### src/backlight_ctrl_pkg.sv
package backlight_ctrl_pkg;

  // clock rate and timing
  localparam int unsigned SYS_CLK_KHZ        = 250000;
  localparam int unsigned DISCHARGE_TIME_MS  = 400;
  localparam int unsigned DISCHARGE_CYCLES   = DISCHARGE_TIME_MS * SYS_CLK_KHZ;
  localparam int unsigned DISCHARGE_CNT_W    = 27;
  // slowest legal sync clock is 100 kHz: 10 us period; allow 12 us between edges
  localparam int unsigned SYNC_TIMEOUT_US    = 12;
  localparam int unsigned SYNC_TIMEOUT_CYC   = SYNC_TIMEOUT_US * (SYS_CLK_KHZ / 1000);
  localparam int unsigned SYNC_TIMER_W       = 12;
  localparam logic [1:0]  SYNC_EDGES_NEEDED  = 2'h2;

  // register indices on the write port
  localparam logic [2:0] REG_SPREAD_DEV      = 3'h0;
  localparam logic [2:0] REG_SPREAD_RATE     = 3'h1;
  localparam logic [2:0] REG_STRING_CUR0     = 3'h2;

  // reset values
  localparam logic [1:0]  SPREAD_DEV_RESET   = 2'h2;
  localparam logic [1:0]  SPREAD_RATE_RESET  = 2'h0;
  localparam logic [11:0] STRING_CUR_RESET   = 12'hfff;

  localparam int unsigned NUM_SINKS          = 6;
  localparam int unsigned DIM_W              = 17;

  // deviation in tenths of a percent, modulation rate in Hz
  localparam logic [6:0]  DEV_TENTHS_00      = 7'h21; // 3.3 %
  localparam logic [6:0]  DEV_TENTHS_01      = 7'h2b; // 4.3 %
  localparam logic [6:0]  DEV_TENTHS_10      = 7'h35; // 5.3 %
  localparam logic [6:0]  DEV_TENTHS_11      = 7'h48; // 7.2 %
  localparam logic [10:0] RATE_HZ_00         = 11'h0c8; // 200
  localparam logic [10:0] RATE_HZ_01         = 11'h1f4; // 500
  localparam logic [10:0] RATE_HZ_10         = 11'h320; // 800
  localparam logic [10:0] RATE_HZ_11         = 11'h4b0; // 1200

  // string configuration codes, in resistor order
  localparam logic [2:0] CFG_SIX            = 3'h0;
  localparam logic [2:0] CFG_FIVE           = 3'h1;
  localparam logic [2:0] CFG_FOUR           = 3'h2;
  localparam logic [2:0] CFG_THREE          = 3'h3;
  localparam logic [2:0] CFG_TWO            = 3'h4;
  localparam logic [2:0] CFG_PAIRS          = 3'h5;
  localparam logic [2:0] CFG_TRIPLES        = 3'h6;
  localparam logic [2:0] CFG_SINGLE         = 3'h7;

  typedef enum logic [1:0] {
    ST_SHUTDOWN,
    ST_ACTIVE,
    ST_DISCHARGE,
    ST_FAULT
  } power_state_t;

endpackage

### src/backlight_boost_and_string_control.sv
// Overview of operation
// RQ1: static sync level high enables spreading, low disables
// RQ2: sync clock drives boost, spreading forced off
// RQ3: lost sync clock: resistor frequency, level decides spreading
// RQ4: deviation code 00..11 = 3.3/4.3/5.3/7.2 percent
// RQ5: rate code 00..11 = 200/500/800/1200 Hz
// RQ6: enable low stops boost, sinks, powerline; discharges
// RQ7: discharge lasts 400 ms, then full shutdown
// RQ8: discharge overvoltage enters fault recovery, reports fault
// RQ9: light load skips switching cycles intermittently
// RQ10: per-string 12-bit current code, resets to all ones
// RQ11: first power-up decodes config, assigns channel phases
// RQ12: config fixed until passing through shutdown
// RQ13: independent channels spaced 60/72/90/120/180 degrees
// RQ14: grouped channels: pairs 120, triples 180, single none
// RQ15: sync is clock only while edges beat timeout
// RQ16: phase step equals dimming period over strings
`timescale 1ns/1ps
`default_nettype none
module backlight_boost_and_string_control
  import backlight_ctrl_pkg::*;
#(
  parameter int unsigned DISCHARGE_LEN = backlight_ctrl_pkg::DISCHARGE_CYCLES
) (
  // clock and reset
  input  wire logic                                   sys_clk,
  input  wire logic                                   reset_n,
  // pins and analog status
  input  wire logic                                   enablePin,
  input  wire logic                                   boostClockSyncInput,
  input  wire logic                                   dischargeOverHigh,
  input  wire logic                                   lightLoadDetect,
  input  wire logic [2:0]                             stringConfigCode,
  input  wire logic [backlight_ctrl_pkg::DIM_W-1:0]   dimPeriodCycles,
  // register read and write port
  input  wire logic                                   regWrite,
  input  wire logic [2:0]                             regAddr,
  input  wire logic [11:0]                            regWrData,
  output logic      [11:0]                            regRdData,
  // boost controller
  output logic                                        boostRun,
  output logic                                        boostClkSelExt,
  output logic                                        spreadEnable,
  output logic      [6:0]                             spreadDevTenths,
  output logic      [10:0]                            spreadRateHz,
  output logic                                        boostSkipCycle,
  output logic                                        powerLineOn,
  output logic                                        dischargeOn,
  output logic                                        boostOvHighFault,
  // current sinks
  output logic      [5:0]                             sinkEnable,
  output logic      [5:0]                             sinkPhaseStart,
  output logic      [6*12-1:0]                        stringCurrentCodes
);

  power_state_t                 state_ff, nxt_state;
  logic [DISCHARGE_CNT_W-1:0]   dischCnt_ff;
  logic [1:0]                   spreadDev_ff, spreadRate_ff;
  logic [11:0]                  curCode_ff [NUM_SINKS];
  logic [2:0]                   config_ff;
  logic                         spread_ff, extSel_ff, skip_ff, fault_ff;
  logic [6:0]                   devTenths_ff;
  logic [10:0]                  rateHz_ff;
  logic [DIM_W-1:0]             dimCnt_ff;
  logic [5:0]                   phaseStart_ff;
  logic [11:0]                  rdData_ff;
  logic                         extClockPresent, staticLevel, levelSettled;

  sync_input_classifier u_sync (
    .sys_clk             (sys_clk),
    .reset_n             (reset_n),
    .boostClockSyncInput (boostClockSyncInput),
    .extClockPresent     (extClockPresent),
    .staticLevel         (staticLevel),
    .levelSettled        (levelSettled)
  );

  // power sequencing; a comparator trip outranks a falling enable so recovery starts at once
  wire running     = (state_ff == ST_ACTIVE);
  wire dischDone   = (dischCnt_ff == DISCHARGE_CNT_W'(DISCHARGE_LEN - 1));
  always_comb begin
    nxt_state = state_ff;
    case (state_ff)
      ST_SHUTDOWN:  if (enablePin) nxt_state = ST_ACTIVE;
      ST_ACTIVE:    if (dischargeOverHigh) nxt_state = ST_FAULT; // RQ8
                    else if (!enablePin) nxt_state = ST_DISCHARGE; // RQ6
      ST_DISCHARGE: if (dischargeOverHigh) nxt_state = ST_FAULT; // RQ8
                    else if (dischDone) nxt_state = ST_SHUTDOWN; // RQ7
      ST_FAULT:     if (!enablePin && !dischargeOverHigh) nxt_state = ST_DISCHARGE;
      default:      nxt_state = ST_SHUTDOWN;
    endcase
  end

  // discharge timer counts only while discharging; 27 bits cover 400 ms
  always_ff @(posedge sys_clk) begin
    if (!reset_n) begin
      state_ff    <= ST_SHUTDOWN;
      dischCnt_ff <= '0;
    end else begin
      state_ff    <= nxt_state;
      dischCnt_ff <= (state_ff == ST_DISCHARGE) ? dischCnt_ff + DISCHARGE_CNT_W'(1) : '0; // RQ7
    end
  end

  // fault is sticky through recovery; only a fresh power-up clears it, and a new event wins
  always_ff @(posedge sys_clk) begin
    if (!reset_n) fault_ff <= 1'b0;
    else if (dischargeOverHigh) fault_ff <= 1'b1; // RQ8
    else if (state_ff == ST_SHUTDOWN && enablePin) fault_ff <= 1'b0;
  end

  // string configuration latched only when leaving shutdown
  always_ff @(posedge sys_clk) begin
    if (!reset_n) config_ff <= CFG_SIX;
    else if (state_ff == ST_SHUTDOWN && enablePin) config_ff <= stringConfigCode; // RQ11 RQ12
  end

  // register file
  wire wrDev  = regWrite && (regAddr == REG_SPREAD_DEV);
  wire wrRate = regWrite && (regAddr == REG_SPREAD_RATE);
  always_ff @(posedge sys_clk) begin
    if (!reset_n) begin
      spreadDev_ff  <= SPREAD_DEV_RESET; // RQ4
      spreadRate_ff <= SPREAD_RATE_RESET; // RQ5
    end else begin
      if (wrDev)  spreadDev_ff  <= regWrData[1:0];
      if (wrRate) spreadRate_ff <= regWrData[1:0];
    end
  end

  // per-string current codes and phase offsets
  logic [2:0]       strIdx  [NUM_SINKS];
  logic             chUsed  [NUM_SINKS];
  logic [DIM_W-1:0] offset  [NUM_SINKS];
  logic [DIM_W-1:0] phaseStep;
  logic [2:0]       nStrings;

  // number of strings sets the spacing; grouped channels share one phase
  always_comb begin
    case (config_ff)
      CFG_SIX:     nStrings = 3'h6; // RQ13
      CFG_FIVE:    nStrings = 3'h5;
      CFG_FOUR:    nStrings = 3'h4;
      CFG_THREE:   nStrings = 3'h3;
      CFG_TWO:     nStrings = 3'h2;
      CFG_PAIRS:   nStrings = 3'h3; // RQ14
      CFG_TRIPLES: nStrings = 3'h2;
      default:     nStrings = 3'h1;
    endcase
  end
  assign phaseStep = dimPeriodCycles / DIM_W'(nStrings); // RQ16

  genvar g;
  generate
    for (g = 0; g < NUM_SINKS; g++) begin : g_sink
      wire wrCur = regWrite && (regAddr == REG_STRING_CUR0 + 3'(g));
      always_ff @(posedge sys_clk) begin
        if (!reset_n) curCode_ff[g] <= STRING_CUR_RESET; // RQ10
        else if (wrCur) curCode_ff[g] <= regWrData; // RQ10
      end
      assign strIdx[g] = (config_ff == CFG_PAIRS)   ? 3'(g / 2) :
                         (config_ff == CFG_TRIPLES) ? 3'(g / 3) :
                         (config_ff == CFG_SINGLE)  ? 3'h0 : 3'(g); // RQ14
      assign chUsed[g] = (config_ff >= CFG_PAIRS) || (3'(g) < nStrings); // RQ13
      assign offset[g] = DIM_W'(phaseStep * strIdx[g]); // RQ16
      assign stringCurrentCodes[g*12 +: 12] = curCode_ff[g];
      assign sinkEnable[g] = running && chUsed[g]; // RQ6
    end
  endgenerate

  // dimming period counter and phase-start pulses
  wire dimWrap = (dimCnt_ff >= dimPeriodCycles - DIM_W'(1));
  always_ff @(posedge sys_clk) begin
    if (!reset_n || !running) dimCnt_ff <= '0;
    else dimCnt_ff <= dimWrap ? '0 : dimCnt_ff + DIM_W'(1);
  end
  always_ff @(posedge sys_clk) begin
    if (!reset_n) phaseStart_ff <= '0;
    else for (int i = 0; i < NUM_SINKS; i++)
      phaseStart_ff[i] <= running && chUsed[i] && (dimCnt_ff == offset[i]); // RQ13 RQ14
  end

  // boost clock mode: external clock wins, otherwise settled level picks spreading
  always_ff @(posedge sys_clk) begin
    if (!reset_n) begin
      spread_ff <= 1'b0;
      extSel_ff <= 1'b0;
      skip_ff   <= 1'b0;
    end else begin
      extSel_ff <= extClockPresent; // RQ2 RQ3
      if (extClockPresent) spread_ff <= 1'b0; // RQ2
      else if (levelSettled) spread_ff <= staticLevel; // RQ1 RQ3
      // alternate skipping keeps the output from creeping up at light load
      skip_ff <= (lightLoadDetect && running) ? ~skip_ff : 1'b0; // RQ9
    end
  end

  // decoded spreading settings and readback
  always_ff @(posedge sys_clk) begin
    if (!reset_n) begin
      devTenths_ff <= DEV_TENTHS_10;
      rateHz_ff    <= RATE_HZ_00;
      rdData_ff    <= '0;
    end else begin
      case (spreadDev_ff) // RQ4
        2'h0:    devTenths_ff <= DEV_TENTHS_00;
        2'h1:    devTenths_ff <= DEV_TENTHS_01;
        2'h2:    devTenths_ff <= DEV_TENTHS_10;
        default: devTenths_ff <= DEV_TENTHS_11;
      endcase
      case (spreadRate_ff) // RQ5
        2'h0:    rateHz_ff <= RATE_HZ_00;
        2'h1:    rateHz_ff <= RATE_HZ_01;
        2'h2:    rateHz_ff <= RATE_HZ_10;
        default: rateHz_ff <= RATE_HZ_11;
      endcase
      if (regAddr == REG_SPREAD_DEV)       rdData_ff <= {10'h000, spreadDev_ff};
      else if (regAddr == REG_SPREAD_RATE) rdData_ff <= {10'h000, spreadRate_ff};
      else                                 rdData_ff <= curCode_ff[3'(regAddr - REG_STRING_CUR0)];
    end
  end

  assign regRdData        = rdData_ff;
  assign boostRun         = running; // RQ6
  assign powerLineOn      = running; // RQ6
  assign dischargeOn      = (state_ff == ST_DISCHARGE); // RQ6 RQ7
  assign boostOvHighFault = fault_ff;
  assign boostClkSelExt   = extSel_ff;
  assign spreadEnable     = spread_ff && !extSel_ff;
  assign spreadDevTenths  = devTenths_ff;
  assign spreadRateHz     = rateHz_ff;
  assign boostSkipCycle   = skip_ff;
  assign sinkPhaseStart   = phaseStart_ff;

  // checks
  property p_level_spread;
    @(posedge sys_clk) disable iff (!reset_n)
      (!extClockPresent && levelSettled) |=> ##1 (spreadEnable == $past(staticLevel, 2));
  endproperty
  a_level_spread: assert property (p_level_spread) else $error("spread not following level"); // RQ1

  property p_ext_no_spread;
    @(posedge sys_clk) disable iff (!reset_n) extClockPresent |=> (boostClkSelExt && !spreadEnable);
  endproperty
  a_ext_no_spread: assert property (p_ext_no_spread) else $error("spread on with external clock"); // RQ2

  property p_fallback;
    @(posedge sys_clk) disable iff (!reset_n) $fell(extClockPresent) |=> !boostClkSelExt;
  endproperty
  a_fallback: assert property (p_fallback) else $error("external clock kept after loss"); // RQ3

  property p_dev_decode;
    @(posedge sys_clk) disable iff (!reset_n) (spreadDev_ff == 2'h3) |=> (spreadDevTenths == 7'h48);
  endproperty
  a_dev_decode: assert property (p_dev_decode) else $error("deviation decode wrong"); // RQ4

  property p_rate_decode;
    @(posedge sys_clk) disable iff (!reset_n) (spreadRate_ff == 2'h1) |=> (spreadRateHz == 11'h1f4);
  endproperty
  a_rate_decode: assert property (p_rate_decode) else $error("rate decode wrong"); // RQ5

  property p_enable_low;
    @(posedge sys_clk) disable iff (!reset_n)
      (running && !enablePin && !dischargeOverHigh) |=>
        (!boostRun && sinkEnable == 6'h00 && !powerLineOn && dischargeOn);
  endproperty
  a_enable_low: assert property (p_enable_low) else $error("enable low did not stop outputs"); // RQ6

  property p_discharge_end;
    @(posedge sys_clk) disable iff (!reset_n)
      (dischargeOn && dischDone && !dischargeOverHigh) |=> (state_ff == ST_SHUTDOWN && !dischargeOn);
  endproperty
  a_discharge_end: assert property (p_discharge_end) else $error("discharge did not end"); // RQ7

  property p_ovh;
    @(posedge sys_clk) disable iff (!reset_n)
      (dischargeOverHigh && state_ff != ST_SHUTDOWN) |=> (boostOvHighFault && state_ff == ST_FAULT);
  endproperty
  a_ovh: assert property (p_ovh) else $error("overvoltage fault missed"); // RQ8

  property p_skip;
    @(posedge sys_clk) disable iff (!reset_n) (skip_ff && lightLoadDetect && running) |=> !skip_ff;
  endproperty
  a_skip: assert property (p_skip) else $error("skip not intermittent"); // RQ9

  property p_cur_write;
    @(posedge sys_clk) disable iff (!reset_n)
      (regWrite && regAddr == REG_STRING_CUR0) |=> (stringCurrentCodes[11:0] == $past(regWrData));
  endproperty
  a_cur_write: assert property (p_cur_write) else $error("current code not written"); // RQ10

  property p_config_fixed;
    @(posedge sys_clk) disable iff (!reset_n) (state_ff != ST_SHUTDOWN) |=> $stable(config_ff);
  endproperty
  a_config_fixed: assert property (p_config_fixed) else $error("config changed while powered"); // RQ12

  property p_unused_off;
    @(posedge sys_clk) disable iff (!reset_n) (config_ff == CFG_TWO) |-> (sinkEnable[5:2] == 4'h0);
  endproperty
  a_unused_off: assert property (p_unused_off) else $error("unused sink enabled"); // RQ13

  property p_single_phase;
    @(posedge sys_clk) disable iff (!reset_n)
      (config_ff == CFG_SINGLE && running && dimCnt_ff == '0) |=> (sinkPhaseStart == 6'h3f);
  endproperty
  a_single_phase: assert property (p_single_phase) else $error("single string not in phase"); // RQ14

  c_discharge: cover property (@(posedge sys_clk) disable iff (!reset_n) $rose(dischargeOn));
  c_ext_sync:  cover property (@(posedge sys_clk) disable iff (!reset_n) $rose(boostClkSelExt));
  c_fault:     cover property (@(posedge sys_clk) disable iff (!reset_n) $rose(boostOvHighFault));
  c_pairs:     cover property (@(posedge sys_clk) disable iff (!reset_n) running && config_ff == CFG_PAIRS);

endmodule // backlight_boost_and_string_control
`default_nettype wire

### src/sync_input_classifier.sv
`timescale 1ns/1ps
`default_nettype none
module sync_input_classifier
  import backlight_ctrl_pkg::*;
(
  // clock and reset
  input  wire logic sys_clk,
  input  wire logic reset_n,
  // sync pin
  input  wire logic boostClockSyncInput,
  // classification
  output logic      extClockPresent,
  output logic      staticLevel,
  output logic      levelSettled
);

  logic                    syncPrev_ff;
  logic [SYNC_TIMER_W-1:0] timer_ff;
  logic [1:0]              edgeCnt_ff;
  logic                    clkPres_ff;
  logic                    level_ff;
  logic                    settled_ff;

  wire edgeSeen = boostClockSyncInput ^ syncPrev_ff;
  wire timedOut = (timer_ff == SYNC_TIMER_W'(SYNC_TIMEOUT_CYC));

  // edges inside the window keep the clock verdict; a quiet window drops it
  always_ff @(posedge sys_clk) begin
    if (!reset_n) begin
      syncPrev_ff <= 1'b0;
      timer_ff    <= '0;
      edgeCnt_ff  <= '0;
      clkPres_ff  <= 1'b0;
      level_ff    <= 1'b0;
      settled_ff  <= 1'b0;
    end else begin
      syncPrev_ff <= boostClockSyncInput;
      if (edgeSeen) begin
        timer_ff   <= '0;
        settled_ff <= 1'b0;
        if (edgeCnt_ff != SYNC_EDGES_NEEDED) edgeCnt_ff <= edgeCnt_ff + 2'h1;
        else clkPres_ff <= 1'b1; // RQ15
      end else if (timedOut) begin
        edgeCnt_ff <= '0;
        clkPres_ff <= 1'b0; // RQ15
        settled_ff <= 1'b1;
        level_ff   <= boostClockSyncInput;
      end else begin
        timer_ff <= timer_ff + SYNC_TIMER_W'(1);
      end
    end
  end

  assign extClockPresent = clkPres_ff;
  assign staticLevel     = level_ff;
  assign levelSettled    = settled_ff;

  property p_timeout_drops_clock;
    @(posedge sys_clk) disable iff (!reset_n)
      (timedOut && !edgeSeen) |=> (!clkPres_ff && settled_ff);
  endproperty
  a_timeout_drops_clock: assert property (p_timeout_drops_clock) else $error("sync timeout kept clock"); // RQ15

endmodule // sync_input_classifier
`default_nettype wire

### config.mk
export PLATFORM = sky130hd
export DESIGN_NAME = backlight_boost_and_string_control
export DESIGN_NICKNAME = d
export VERILOG_FILES = /design/src/backlight_ctrl_pkg.sv /design/src/backlight_boost_and_string_control.sv /design/src/sync_input_classifier.sv
export SDC_FILE = /design/constraint.sdc
export NUM_CORES = 1
export LEC_CHECK = 0
export BUFFER_PORTS_ARGS = -buffer_cell sky130_fd_sc_hd__buf_2
export CORE_MARGIN = 1.5
export CORE_UTILIZATION = 50
export CTS_CLUSTER_DIAMETER = 60
export CTS_CLUSTER_SIZE = 14
export DETAILED_ROUTE_END_ITERATION = 10
export HOLD_SLACK_MARGIN = 0.02
export PLACE_DENSITY = 0.76
export SLEW_MARGIN = 30
export SYNTH_ARGS = -nofsm -noshare
export SYNTH_HDL_FRONTEND = slang
export SYNTH_SLANG_ARGS = --single-unit
### constraint.sdc
create_clock -name sys_clk -period 33.6 [get_ports sys_clk]
set_input_delay 1.68 -clock sys_clk [delete_from_list [all_inputs] [get_ports sys_clk]]
set_output_delay 1.68 -clock sys_clk [all_outputs]
set_load 0.01 [all_outputs]
==> impl_metrics.csv <==
group,metric,value,unit
logic_synthesis,synth_top_cell_area_share,12.51,%
global_route,grt_pass1_vias,15160,
logic_synthesis,yosys_warnings,0,
clocking,ctsHoldBuffers,0,
clocking,cts_buffers,17,
logic_synthesis,synth_top_family_by_area,"simple AND/OR/NAND/NOR gates",
floorplanning,die_height,188.9,um
logic_synthesis,synth_area_per_cell,8.558,sq um
logic_synthesis,synth.most_common_cell,"nor2_1",
logic_synthesis,yosys-top-cells-area,"edfxtp_1, dfxtp_1, ha_1, xnor2_1, nor2_1",
detailed_routing,vias,15846,
clocking,cts_tree,"yes",
detailed_routing,drc,0,
global_route,grt.total_usage,26.04,%
logic_synthesis,synth_compound_area_share,17.73,%
critical_path,slowest_delay,0.56,ns
placed_design,io_buffers,160,
critical_path,required,33.97,ns
logic_synthesis,netlist_area,17280,sq um
critical_path,crit_path_top_delay_cell,"or4_4",
clocking,cts.sinks,179,
floorplanning,start_util,51.14,%
global_route,antenna_found_initial,2,
floorplanning,std_cell_rows,67,
floorplanning,die-area,35680,sq um
detailed_routing,wire_per_inst,18.16,um
logic_synthesis,muxShareOfSynthArea,4.432,%
timing,hold_violations,0,
outcome,status,"finished, final reports clean",
logic_synthesis,synthFlopType,"dfxtp_1",
timing,slew-limit-headroom,39.83,%
timing,tightestPinTransition,0.8956,ns
detailed_routing,drt_wl_total,47500,um
placed_design,place.gp.congestion,0.9530,
placed_design,dpl.hpwl,36380,um
clocking,h-tree-depth,4,
detailed_routing,first_pass_iters,5,
logic_synthesis,synthXorXnorAreaFrac,11.71,%
clocking,clk_pin_slew,0.07,ns
finish,synthToLayoutAreaGrowth,12.55,%
hold_path,min_to,"boostSkipCycle$_SDFF_PN0_",
detailed_routing,first_iter_violations,1164,
critical_path,worst_r2r_path_depth,151,
floorplanning,die_w,188.9,um
timing,fin_tns_setup,0,ns
timing,finalMaxSlewViolations,0,
critical_path,path_common_cell,"ha_1",
timing,setup_viol,0,
critical_path,end_kind,"register",
critical_path,crit_type,"input port to register",
job,drv_cap,0,
finish,finalNetCount,2369,
logic_synthesis,synth.largest_area_cell,"edfxtp_1",
floorplanning,coreArea,33780,sq um
critical_path,arrival,32.01,ns
critical_path,regToRegStartpoint,"config_ff[0]$_SDFFE_PN0P_",
critical_path,r2r_setup_slack,2.49,ns
logic_synthesis,synth-simple-area-share,23.81,%
detailed_routing,viasPerCell,6.057,
global_route,grt_pass1_wl,75920,um
critical_path,start_kind,"input port",
global_route,grt-ovfl-total,0,
critical_path,worstReg2RegEnd,"sinkPhaseStart[4]$_SDFF_PN0_",
finish,fillers,2921,
timing,fmax,31.61,MHz
detailed_routing,drtAntennaViolNets,0,
logic_synthesis,yosys_register_bits,179,
logic_synthesis,synthAdderAreaFrac,13.92,%
logic_synthesis,yosysSeqAreaShare,24.91,%
global_route,grt_max_degree,45,
clocking,clock_latency,0.44,ns
critical_path,path_max_fanout,12,
hold_path,holdCritPathClass,"register to register",
clocking,cts-root-buf,"clkbuf_16",
clocking,cts_buffer_depth,2,
logic_synthesis,synth_cells,2019,
finish,multi_input_area,12610,sq um
logic_synthesis,synth_cell_types,112,
timing,final.period_utilization,94.15,%
logic_synthesis,ys_top_cells_by_count,"nor2_1, xnor2_1, ha_1",
timing,timing.hold.ws,0.4149,ns
finish,seq_area,4304,sq um
finish,final_layout_size_suffix_gt1_share,17.21,%
hold_path,hold_start,"boostSkipCycle$_SDFF_PN0_",
logic_synthesis,ys_async_sr_fraction,0,%
floorplanning,io_pins,163,
logic_synthesis,synth_edf_count,72,
finish,utilization,57.56,%
timing,skew,0.01997,ns
timing,min_period,31.64,ns
hold_path,hold_path_depth,1,
area by class of cell:
type,instances,share of cell area (%)
Sequential cell,179,22.13
Inverter,52,1.004
Clock buffer,19,2.226
Timing Repair Buffer,209,6.010
Clock inverter,13,0.8815
Multi-Input combinational cell,1695,64.85
Antenna cell,1,0.01287
Tap cell,448,2.883
routing by layer:
layer	vias up	global-route usage [%]	share of wire, %	routed length, um
met5	-	0	0.027	13
met4	2	8.608	2.8	1341
met3	96	2.669	6.1	2904
met2	577	45.60	49	23250
met1	7623	33.51	42	19990
li1	7548	-	-	-
cells by family (layout without fill, tap and decap cells):
logic type                 count (synthesis)  count (layout)
muxes                                     58              58
xor gates and xnor gates                 231             231
AOI/OAI and AO/OA                        434             434
and+or+nand+nor                          797             797
adders and majority gates                173             173
DFF                                      179             179
other                                      1               3
buffers and inverters                    146             293
per-stage QoR:
step | std cells | setup slack (ns) | cell area (sq um)
final | 2616 | 1.964 | 19450
after detailed placement | 2560 | -1.408 | 18450
after global routing | 2616 | -0.2615 | 19450
after floorplan | 2020 | 0.8804 | 17280
after global placement | 2560 | 0.2744 | 18440
after CTS | 2595 | 0.01576 | 19120
sequential cells by signal (all words and copies together) (netlist names):
signal	flops
u_sync.extClockPresent	1
boostOvHighFault	1
regRdData	12
state_ff	2
boostSkipCycle	1
curCode_ff	72
u_sync.edgeCnt_ff	2
spread_ff	1
u_sync.levelSettled	1
spreadDevTenths	5
boostClkSelExt	1
spreadRateHz	9
dischCnt_ff	27
dimCnt_ff	17
u_sync.staticLevel	1
config_ff	3
u_sync.timer_ff	12
sinkPhaseStart	6
spreadRate_ff	2
spreadDev_ff	2
u_sync.syncPrev_ff	1
layout by cell type, fill, tap and decap left out, drive strengths merged, types with 12 or more instances in the layout:
| master | netlist | routed |
|---|---|---|
| or3 | 85 | 85 |
| a211oi | 18 | 18 |
| xor2 | 66 | 66 |
| nor3 | 63 | 63 |
| nand2 | 105 | 105 |
| mux2i | 37 | 37 |
| a21o | 61 | 61 |
| o211ai | 14 | 14 |
| nand3 | 52 | 52 |
| o21bai | 22 | 22 |
| buf | 27 | 209 |
| inv | 52 | 58 |
| fa | 32 | 32 |
| and3 | 19 | 19 |
| mux4 | 12 | 12 |
| nor2 | 273 | 273 |
| o21ai | 78 | 78 |
| o21a | 31 | 31 |
| nor2b | 34 | 34 |
| xnor2 | 165 | 165 |
| or2 | 21 | 21 |
| edfxtp | 72 | 72 |
| clkbuf | 67 | 19 |
| nand4 | 26 | 26 |
| nand2b | 23 | 23 |
| a21boi | 13 | 13 |
| nor4 | 31 | 31 |
| and2 | 25 | 25 |
| ha | 141 | 141 |
| dfxtp | 107 | 107 |
| a21oi | 104 | 104 |
timing repair:
action | in CTS | in global routing
pin swaps | 2 | 10
setup endpoints to repair | 4 | 4
buffers inserted | 3 | 20
resized for setup | 14 | 43
critical path: cells and delay by family:
family          cells  cell delay (ns)
compound gates     56             9.37
xor+xnor            1             0.13
fa+ha+maj          20             6.09
buf+inv            10             1.28
mux                 9             2.45
simple gates       55            10.97
worst max-delay path by stage:
| stage | endpoint | cells after the start | slack, ns | start |
|---|---|---|---|---|
| after floorplan | sinkPhaseStart[2]$_SDFF_PN0_ | 154 | 0.88 | dimPeriodCycles[16] |
| after detailed placement | sinkPhaseStart[4]$_SDFF_PN0_ | 145 | -1.41 | dimPeriodCycles[16] |
| after global placement | sinkPhaseStart[2]$_SDFF_PN0_ | 146 | 0.27 | dimPeriodCycles[16] |
| after global routing | sinkPhaseStart[4]$_SDFF_PN0_ | 153 | -0.26 | dimPeriodCycles[16] |
| after CTS | sinkPhaseStart[4]$_SDFF_PN0_ | 149 | 0.02 | dimPeriodCycles[16] |
| final | sinkPhaseStart[4]$_SDFF_PN0_ | 151 | 1.96 | dimPeriodCycles[16] |
Power is left out: the tool's default activity adds up to more than one toggle a clock period on the data nets, which glitch-free logic cannot reach.
